## src/rtl/ddc_pkg.sv

```systemverilog
// Constants, types and decode helpers for the DRAM command and clock-change tracker
`default_nettype none

package ddc_pkg;
	// ------------------------------------------------------------
	// Commands and states
	// ------------------------------------------------------------
	typedef enum logic [3:0] {
		CMD_DESELECT = 4'h0,
		CMD_NOP = 4'h1,
		CMD_ACT = 4'h2,
		CMD_RD = 4'h3,
		CMD_WR = 4'h4,
		CMD_PRE = 4'h5,
		CMD_REF = 4'h6,
		CMD_MODE_SET = 4'h7,
		CMD_RSV = 4'h8
	} ddc_cmd_t;

	typedef enum logic [2:0] {
		ST_INIT = 3'h0,
		ST_IDLE = 3'h1,
		ST_PPD = 3'h2,
		ST_APD = 3'h3
	} ddc_state_t;

	// ------------------------------------------------------------
	// Register map and fields
	// ------------------------------------------------------------
	localparam logic [7:0] REG_CTRL = 8'h00;
	localparam logic [7:0] REG_STATUS = 8'h04;
	localparam logic [7:0] REG_INIT = 8'h08;
	localparam int CTRL_BL8_BIT = 0;
	localparam logic [31:0] CTRL_RESET = 32'h0000_0000;
	localparam int STAT_STATE_LSB = 0;
	localparam int STAT_DLL_BIT = 3;
	localparam int STAT_READY_BIT = 4;
	localparam int STAT_LOST_BIT = 5;
	localparam int STAT_TERM_BIT = 6;
	localparam int STAT_BURST_BIT = 7;
	localparam int STAT_BANKS_LSB = 8;

	// ------------------------------------------------------------
	// Timing and sequence counts
	// ------------------------------------------------------------
	localparam logic [2:0] BURST_HALF_BL4 = 3'h2;
	localparam logic [2:0] BURST_HALF_BL8 = 3'h4;
	localparam int DLL_LOCK_CYCLES = 200;
	localparam logic [3:0] INIT_STEPS = 4'hb;
	localparam int BANKS = 4;

	// Pin pattern to command; select high masks the other strobes
	function automatic ddc_cmd_t ddc_decode(input logic cs_n, input logic ras_n,
		input logic cas_n, input logic we_n);
		logic [2:0] s;
		s = {ras_n, cas_n, we_n};
		if (cs_n) begin
			ddc_decode = CMD_DESELECT;
		end else begin
			case (s)
				3'h7: ddc_decode = CMD_NOP;
				3'h3: ddc_decode = CMD_ACT;
				3'h5: ddc_decode = CMD_RD;
				3'h4: ddc_decode = CMD_WR;
				3'h2: ddc_decode = CMD_PRE;
				3'h1: ddc_decode = CMD_REF;
				3'h0: ddc_decode = CMD_MODE_SET;
				default: ddc_decode = CMD_RSV;
			endcase
		end
	endfunction : ddc_decode

	function automatic logic ddc_idle_cmd(input ddc_cmd_t c);
		ddc_idle_cmd = (c == CMD_NOP) || (c == CMD_DESELECT);
	endfunction : ddc_idle_cmd
endpackage : ddc_pkg

`default_nettype wire

```

## src/rtl/ddc_cmd_if.sv

```systemverilog
// Carrier between the command tracker and the initialisation sequencer
`default_nettype none

interface ddc_cmd_if;
	ddc_pkg::ddc_cmd_t cmd;
	logic [1:0] ba;
	logic a10;
	logic restart;
	logic done;
	logic [3:0] step;
	modport dec (output cmd, output ba, output a10, output restart, input done, input step);
	modport seq (input cmd, input ba, input a10, input restart, output done, output step);
endinterface : ddc_cmd_if

`default_nettype wire

```

## src/rtl/ddc_init_seq.sv

```systemverilog
// Initialisation sequencer: follows the 11 command steps (0 to 10) of the power-up sequence
`default_nettype none

module ddc_init_seq (
	input wire logic clk_sys_i,
	input wire logic resetn_i,
	ddc_cmd_if.seq cif
);
	import ddc_pkg::*;

	// ------------------------------------------------------------
	// Expected command per step
	// ------------------------------------------------------------
	// Returns {needs_a10, bank, command}; bank is ignored for precharge and refresh
	function automatic logic [6:0] expect_step(input logic [3:0] idx);
		case (idx)
			4'h0: expect_step = {1'b1, 2'h0, CMD_PRE};
			4'h1: expect_step = {1'b0, 2'h2, CMD_MODE_SET};
			4'h2: expect_step = {1'b0, 2'h3, CMD_MODE_SET};
			4'h3: expect_step = {1'b0, 2'h1, CMD_MODE_SET};
			4'h4: expect_step = {1'b0, 2'h0, CMD_MODE_SET};
			4'h5: expect_step = {1'b1, 2'h0, CMD_PRE};
			4'h6: expect_step = {1'b0, 2'h0, CMD_REF};
			4'h7: expect_step = {1'b0, 2'h0, CMD_REF};
			4'h8: expect_step = {1'b0, 2'h0, CMD_MODE_SET};
			default: expect_step = {1'b0, 2'h1, CMD_MODE_SET};
		endcase
	endfunction : expect_step

	logic [6:0] exp_w;
	logic hit;

	always_comb begin
		exp_w = expect_step(cif.step);
		case (ddc_cmd_t'(exp_w[3:0]))
			CMD_PRE: hit = (cif.cmd == CMD_PRE) && (cif.a10 == exp_w[6]);
			CMD_REF: hit = (cif.cmd == CMD_REF);
			default: hit = (cif.cmd == CMD_MODE_SET) && (cif.ba == exp_w[5:4]);
		endcase
	end

	// ------------------------------------------------------------
	// Step counter
	// ------------------------------------------------------------
	// Out-of-order commands are simply not counted, so a stray refresh never skips a step
	always_ff @(posedge clk_sys_i or negedge resetn_i) begin
		if (!resetn_i) begin
			cif.step <= 4'h0;
			cif.done <= 1'b0;
		end else if (cif.restart) begin
			cif.step <= 4'h0;
			cif.done <= 1'b0;
		end else if (!cif.done && hit) begin
			cif.step <= cif.step + 4'h1;
			cif.done <= (cif.step + 4'h1) == INIT_STEPS;
		end
	end
endmodule : ddc_init_seq

`default_nettype wire

```

## src/rtl/ddc_tracker.sv

```systemverilog
// Device-side command decode, power-down, lock loop and reinitialisation tracker
`default_nettype none

module ddc_tracker #(
	parameter int LOCK_CYCLES = ddc_pkg::DLL_LOCK_CYCLES
) (
	input wire logic clk_sys_i,
	input wire logic resetn_i,
	input wire logic chip_select_n_i,
	input wire logic row_strobe_n_i,
	input wire logic column_strobe_n_i,
	input wire logic write_enable_n_i,
	input wire logic clock_enable_pin_i,
	input wire logic termination_enable_i,
	input wire logic [1:0] bank_addr_i,
	input wire logic addr10_i,
	input wire logic addr8_i,
	input wire logic [7:0] reg_addr_i,
	input wire logic [31:0] reg_wdata_i,
	input wire logic reg_wr_i,
	input wire logic reg_rd_i,
	output logic [31:0] reg_rdata_o,
	output logic ready_o,
	output logic power_down_o,
	output logic dll_locked_o,
	output logic data_lost_o
);
	import ddc_pkg::*;

	// ------------------------------------------------------------
	// Pin capture
	// ------------------------------------------------------------
	// Pins come from the controller on this same clock, so one register stage only
	ddc_cmd_t cmd_r;
	logic cke_r;
	logic cke_prev;
	logic term_r;
	logic [1:0] ba_r;
	logic a10_r;
	logic a8_r;

	always_ff @(posedge clk_sys_i or negedge resetn_i) begin
		if (!resetn_i) begin
			cmd_r <= CMD_DESELECT;
			cke_r <= 1'b0;
			cke_prev <= 1'b0;
			term_r <= 1'b0;
			ba_r <= 2'h0;
			a10_r <= 1'b0;
			a8_r <= 1'b0;
		end else begin
			cmd_r <= ddc_decode(chip_select_n_i, row_strobe_n_i, column_strobe_n_i,
				write_enable_n_i);
			cke_r <= clock_enable_pin_i;
			cke_prev <= cke_r;
			term_r <= termination_enable_i;
			ba_r <= bank_addr_i;
			a10_r <= addr10_i;
			a8_r <= addr8_i;
		end
	end

	// ------------------------------------------------------------
	// Shared decode
	// ------------------------------------------------------------
	ddc_state_t state;
	logic [2:0] burst_cnt;
	logic [BANKS-1:0] banks_open;
	logic [15:0] lock_cnt;
	logic dll_locked;
	logic bl8;
	logic term_err;
	logic cke_fell;
	logic cke_rose;
	logic idle_cmd;
	logic pd_enter;
	logic async_drop;
	logic cmd_live;
	logic dll_reset;
	ddc_cmd_if cif ();

	always_comb begin
		cke_fell = cke_prev && !cke_r;
		cke_rose = !cke_prev && cke_r;
		idle_cmd = ddc_idle_cmd(cmd_r);
		// A drop with a real command or mid-burst is no legal entry
		pd_enter = (state == ST_IDLE) && cke_fell && idle_cmd && (burst_cnt == 3'h0);
		async_drop = (state == ST_IDLE) && cke_fell && !pd_enter;
		cmd_live = ((state == ST_IDLE) || (state == ST_INIT)) && cke_r;
		dll_reset = cmd_live && (cmd_r == CMD_MODE_SET) && a8_r;
	end

	assign cif.cmd = (state == ST_INIT && cke_r) ? cmd_r : CMD_DESELECT;
	assign cif.ba = ba_r;
	assign cif.a10 = a10_r;
	assign cif.restart = async_drop;

	ddc_init_seq u_init (
		.clk_sys_i(clk_sys_i),
		.resetn_i(resetn_i),
		.cif(cif)
	);

	// ------------------------------------------------------------
	// Device state
	// ------------------------------------------------------------
	always_ff @(posedge clk_sys_i or negedge resetn_i) begin
		if (!resetn_i) begin
			state <= ST_INIT;
		end else begin
			case (state)
				ST_INIT: begin
					if (cif.done) begin
						state <= ST_IDLE;
					end
				end
				ST_IDLE: begin
					if (async_drop) begin
						state <= ST_INIT;
					end else if (pd_enter) begin
						state <= (banks_open == '0) ? ST_PPD : ST_APD;
					end
				end
				default: begin
					if (cke_rose && idle_cmd) begin
						state <= ST_IDLE;
					end
				end
			endcase
		end
	end

	// ------------------------------------------------------------
	// Bursts and banks
	// ------------------------------------------------------------
	// A no-op or deselect leaves the counter running to its end
	always_ff @(posedge clk_sys_i or negedge resetn_i) begin
		if (!resetn_i) begin
			burst_cnt <= 3'h0;
		end else if (async_drop) begin
			burst_cnt <= 3'h0;
		end else if (cmd_live && state == ST_IDLE && (cmd_r == CMD_RD || cmd_r == CMD_WR)) begin
			burst_cnt <= bl8 ? BURST_HALF_BL8 : BURST_HALF_BL4;
		end else if (burst_cnt != 3'h0) begin
			burst_cnt <= burst_cnt - 3'h1;
		end
	end

	always_ff @(posedge clk_sys_i or negedge resetn_i) begin
		if (!resetn_i) begin
			banks_open <= '0;
		end else if (async_drop || state == ST_INIT) begin
			banks_open <= '0;
		end else if (cmd_live && cmd_r == CMD_ACT) begin
			banks_open[ba_r] <= 1'b1;
		end else if (cmd_live && cmd_r == CMD_PRE) begin
			if (a10_r) begin
				banks_open <= '0;
			end else begin
				banks_open[ba_r] <= 1'b0;
			end
		end
	end

	// ------------------------------------------------------------
	// Lock loop
	// ------------------------------------------------------------
	// Entering precharge power-down stops the loop; only a mode set with A8 high restarts it
	always_ff @(posedge clk_sys_i or negedge resetn_i) begin
		if (!resetn_i) begin
			dll_locked <= 1'b0;
			lock_cnt <= 16'h0000;
		end else if (async_drop || (pd_enter && banks_open == '0)) begin
			dll_locked <= 1'b0;
			lock_cnt <= 16'h0000;
		end else if (dll_reset) begin
			dll_locked <= 1'b0;
			lock_cnt <= 16'(LOCK_CYCLES);
		end else if (lock_cnt != 16'h0000) begin
			lock_cnt <= lock_cnt - 16'h0001;
			dll_locked <= (lock_cnt == 16'h0001);
		end
	end

	// ------------------------------------------------------------
	// Registers
	// ------------------------------------------------------------
	logic wr_ctrl;
	logic wr_status;
	logic [31:0] status_w;

	always_comb begin
		wr_ctrl = reg_wr_i && (reg_addr_i == REG_CTRL);
		wr_status = reg_wr_i && (reg_addr_i == REG_STATUS);
		status_w = '0;
		status_w[STAT_STATE_LSB +: 3] = state;
		status_w[STAT_DLL_BIT] = dll_locked;
		status_w[STAT_READY_BIT] = ready_o;
		status_w[STAT_LOST_BIT] = data_lost_o;
		status_w[STAT_TERM_BIT] = term_err;
		status_w[STAT_BURST_BIT] = (burst_cnt != 3'h0);
		status_w[STAT_BANKS_LSB +: BANKS] = banks_open;
	end

	always_ff @(posedge clk_sys_i or negedge resetn_i) begin
		if (!resetn_i) begin
			bl8 <= CTRL_RESET[CTRL_BL8_BIT];
		end else if (wr_ctrl) begin
			bl8 <= reg_wdata_i[CTRL_BL8_BIT];
		end
	end

	// Sticky flags: a new event in the clearing cycle wins
	always_ff @(posedge clk_sys_i or negedge resetn_i) begin
		if (!resetn_i) begin
			data_lost_o <= 1'b0;
			term_err <= 1'b0;
		end else begin
			if (async_drop) begin
				data_lost_o <= 1'b1;
			end else if (wr_status && reg_wdata_i[STAT_LOST_BIT]) begin
				data_lost_o <= 1'b0;
			end
			if (term_r && lock_cnt != 16'h0000) begin
				term_err <= 1'b1;
			end else if (wr_status && reg_wdata_i[STAT_TERM_BIT]) begin
				term_err <= 1'b0;
			end
		end
	end

	always_ff @(posedge clk_sys_i or negedge resetn_i) begin
		if (!resetn_i) begin
			reg_rdata_o <= 32'h0000_0000;
		end else if (reg_rd_i) begin
			if (reg_addr_i == REG_CTRL) begin
				reg_rdata_o <= {31'h0000_0000, bl8};
			end else if (reg_addr_i == REG_STATUS) begin
				reg_rdata_o <= status_w;
			end else if (reg_addr_i == REG_INIT) begin
				reg_rdata_o <= {27'h000_0000, cif.done, cif.step};
			end else begin
				reg_rdata_o <= 32'h0000_0000;
			end
		end else begin
			reg_rdata_o <= 32'h0000_0000;
		end
	end

	always_ff @(posedge clk_sys_i or negedge resetn_i) begin
		if (!resetn_i) begin
			ready_o <= 1'b0;
			power_down_o <= 1'b0;
			dll_locked_o <= 1'b0;
		end else begin
			ready_o <= (state == ST_IDLE) && dll_locked;
			power_down_o <= (state == ST_PPD) || (state == ST_APD);
			dll_locked_o <= dll_locked;
		end
	end
endmodule : ddc_tracker

`default_nettype wire

```

## config.mk

```make
export PLATFORM = sky130hd
export DESIGN_NAME = ddc_tracker
export DESIGN_NICKNAME = d
export VERILOG_FILES = /design/src/rtl/ddc_pkg.sv /design/src/rtl/ddc_cmd_if.sv /design/src/rtl/ddc_init_seq.sv /design/src/rtl/ddc_tracker.sv
export SDC_FILE = /design/constraint.sdc
export NUM_CORES = 1
export LEC_CHECK = 0
export BUFFER_PORTS_ARGS = -buffer_cell sky130_fd_sc_hd__buf_2
export CAP_MARGIN = 10
export CORE_MARGIN = 10
export CORE_UTILIZATION = 58
export CTS_BUF_LIST = sky130_fd_sc_hd__clkbuf_8
export DETAILED_ROUTE_END_ITERATION = 16
export PLACE_DENSITY = 0.87
export SLEW_MARGIN = 20
export SYNTH_ARGS = -nofsm -noshare
export SYNTH_HDL_FRONTEND = slang
export SYNTH_SLANG_ARGS = --single-unit
```

## constraint.sdc

```tcl
create_clock -name clk_sys_i -period 3.75 [get_ports clk_sys_i]
set_clock_uncertainty 0.15 [all_clocks]
set_input_delay 0.75 -clock clk_sys_i [delete_from_list [all_inputs] [get_ports clk_sys_i]]
set_output_delay 0.75 -clock clk_sys_i [all_outputs]
set_load 0.02 [all_outputs]
```

==> flow_summary_export.csv <==
group,metric,value,unit
layout,final_cells,445,
flow_run,cap_violations,0,
setup_path,path_class,"reg -> reg",
layout,drive_gt1_share,19.03,%
setup_path,cp_max_fo,6,
setup_path,crit_required,3.86,ns
sta,final_hold_viol_count,0,
setup_path,reg2regPathDepth,10,
clock_tree,cts.sinks,60,
setup_path,critical_path.startpoint_type,"flop",
synth,yosys.area_share.adder,4.252,%
drt,first_iter_violations,168,
setup_path,cpPeakStageDelay,0.54,ns
layout,fill_cells,421,
synth,synth-edff-count,0,
floorplanning,core,0.005473,mm²
layout,antennaDiodeCount,0,
setup_path,r2r_slack,0.86,ns
worst_hold_path,hp-class,"in -> async",
sta,drv_slew,0,
sta,fin_hold_ws,0.3372,ns
synth,synth_top_area_share,46.39,%
clock_tree,clockRootBuffer,"clkbuf_8",
synth,synth_area_per_cell,9.960,µm²
layout,final_common_cell,"dfrtp_1",
drt,wl_per_cell,15.37,µm
sta,min_period,2.889,ns
clock_tree,clkLatencyLatePin,0.34,ns
synth,ys_types,53,
sta,setup_tns,0,ns
synth,syn_inst,325,
clock_tree,holdBufCountCts,0,
setup_path,end_kind,"flop",
synth,ys_ff_latch,60,
place,io_buffers,40,
drt,via_per_inst,5.512,
synth,synth_xor_area_share,5.141,%
floorplanning,die_h,94.71,µm
pwr,fin_total_pwr,2.562,mW
synth,syn-cell-area,0.003237,mm²
setup_path,worstPathArrival,3.00,ns
clock_tree,ctsResizeCount,0,
sta,setup_viol,0,
synth,yosys-top-cells-area,"dfrtp_1 46%, nor2_1 5.0%, buf_4 4.6%, ha_1 4.3%, xor2_1 3.8%",
synth,ys_warn_count,0,
floorplanning,row_count,27,
drt,antenna_left,0,
layout,layout_common_cells,"60 x dfrtp_1, 43 x nor2_1, 40 x buf_2, 21 x nand2_1, 20 x conb_1",
synth,synth_top_family_by_area,"simple AND/OR/NAND/NOR gates",
pwr,p_leak,1.758,nW
synth,async_flop_share,100.0,%
sta,fin_crit_sh,77.05,%
clock_tree,cts_setup_buffers,0,
place,numPlacedInstances,429,
clock_tree,cts_tree,"built",
sta,fmax,346.1,MHz
synth,synth-main-ff-cell,"dfrtp_1",
synth,synthSimpleGateAreaFrac,23.77,%
drt,first_pass_iters,4,
floorplanning,initial_core_util,59.14,%
sta,rsz0062_at_grt,"no",
drt,vias,2453,
global_route,grt_antenna_before_repair,0,
sta,worst_slew_pin_slew,0.7739,ns
clock_tree,path_clk_slew,0.07,ns
synth,yosysTopAreaCell,"dfrtp_1",
global_route,grt_pass1_vias,2478,
sta,max_slew_margin,48.41,%
clock_tree,clockBufferDepth,2,
place,place_congestion,0.8329,
global_route,grt_overflow,0,
synth,synth-compound-area-share,10.01,%
pwr,power.density,701.2,mW/mm²
layout,syn2layout_area_growth,12.87,%
setup_path,slowest_stage,"or4b_4",
synth,synthMuxAreaShare,2.899,%
setup_path,cp_cell_sequence,"inv_1, ha_1, mux2i_1, or2_2, inv_1, ha_1, nand3b_1, or4b_4, a211oi_2, mux2i_1",
pwr,ir_drop,0.0004019,V
drt,wl,6841,µm
synth,seq_area_frac_synth,46.39,%
layout,fin_nets,433,
run_status,status,"complete, no violations",
floorplanning,die_w,94.71,µm
clock_tree,numCtsBuffers,9,
setup_path,timing.rr.end,"u_init.cif.step[1]",
global_route,grt_usage,15.73,%
setup_path,rr_startpoint,"u_init.cif.step[0]",
floorplanning,io_pins,90,
drt,drcViolationCount,0,
place,dp_hpwl,4975,µm
floorplanning,dieArea,0.008969,mm²
layout,stdcell_area,0.003654,mm²
global_route,grt_pass1_wl,11250,µm
place,place_area,0.003422,mm²
clock_tree,cts_htree_levels,3,
global_route,grt_max_degree,38,
[registers in the layout, summed over array words and instances, names as in the netlist, 2 cells and up]
name	cells
state	2
cmd_r	4
lock_cnt	16
u_init.cif.step	4
ba_r	2
burst_cnt	3
banks_open	4
reg_rdata_o	12
[layer usage]
| metal | wire length (µm) | vias up | GRT usage (%) | share of wire [%] |
|---|---|---|---|---|
| met1 | 2900 | 1181 | 18.73 | 42 |
| li1 | - | 1176 | - | - |
| met5 | 0 | - | 0 | 0 |
| met3 | 489 | 13 | 3.489 | 7.1 |
| met4 | 96 | 0 | 9.476 | 1.4 |
| met2 | 3354 | 83 | 25.51 | 49 |
[stage by stage]
stage	worst slack (ns)	util [%]
floorplan	1.216	-
global placement	1.005	62.53
detailed placement	0.9187	62.53
CTS	0.8860	66.76
global route	0.6994	66.76
finish	0.8608	66.76
[where the power goes]
group	switching [mW]	internal, mW
registers	0.205	0.786
logic	0.503	0.391
clock network	0.244	0.434
total	0.951	1.61
[final cells by class]
type	instances	area, µm²	area share (%)
clock buffer	9	123.9	3.390
clock inverter	7	107.6	2.945
inverter	15	56.30	1.541
multi-input combinational	241	1567	42.88
sequential	60	1501	41.10
tap	72	90.09	2.466
timing repair buffer	41	207.7	5.685
[synthesized netlist by cell type, types with 2 or more instances]
master / count
a211oi_1: 2
a211oi_2: 2
a21oi_1: 15
a22o_1: 2
a22oi_1: 3
and2_1: 7
and3_1: 4
buf_2: 3
buf_4: 20
clkbuf_1: 5
dfrtp_1: 60
ha_1: 11
inv_1: 15
mux2_2: 3
mux2i_1: 6
nand2_1: 21
nand2b_1: 5
nand3_1: 9
nand3b_1: 2
nand4_1: 7
nand4b_1: 3
nor2_1: 43
nor2b_1: 5
nor3_1: 8
nor3b_1: 3
nor4_1: 5
o211ai_1: 5
o21ai_0: 8
or4_4: 2
xnor2_1: 5
xor2_1: 14
[critical path, delay by kind of cell, from the launching register on]
family	cells	cell delay, ns
muxes	2	0.34
AOI/OAI and AO/OA	1	0.36
adders and majority gates	2	0.35
and+or+nand+nor	3	0.95
buffers and inverters	2	0.20
DFF	1	0.46
[cell families after synthesis]
group / count (synthesis)
buffers and inverters: 43
XOR/XNOR: 19
flip-flops: 60
AND/OR/NAND/NOR: 137
other: 1
adder cells (fa/ha/maj): 11
AO/OA/AOI/OAI: 45
multiplexers: 9
[worst max-delay path by stage]
stage	start	to	slack, ns	cells past startpoint
after global placement	u_init.cif.step[1]	u_init.cif.step[1]	1.01	10
after CTS	u_init.cif.step[1]	u_init.cif.step[1]	0.89	10
after global routing	u_init.cif.step[1]	u_init.cif.step[2]	0.70	10
after floorplan	u_init.cif.step[0]	u_init.cif.step[3]	1.22	10
after detailed placement	u_init.cif.step[0]	u_init.cif.step[1]	0.92	10
final	u_init.cif.step[0]	u_init.cif.step[1]	0.86	10
Note: power is estimated with default switching activity, not from simulation.
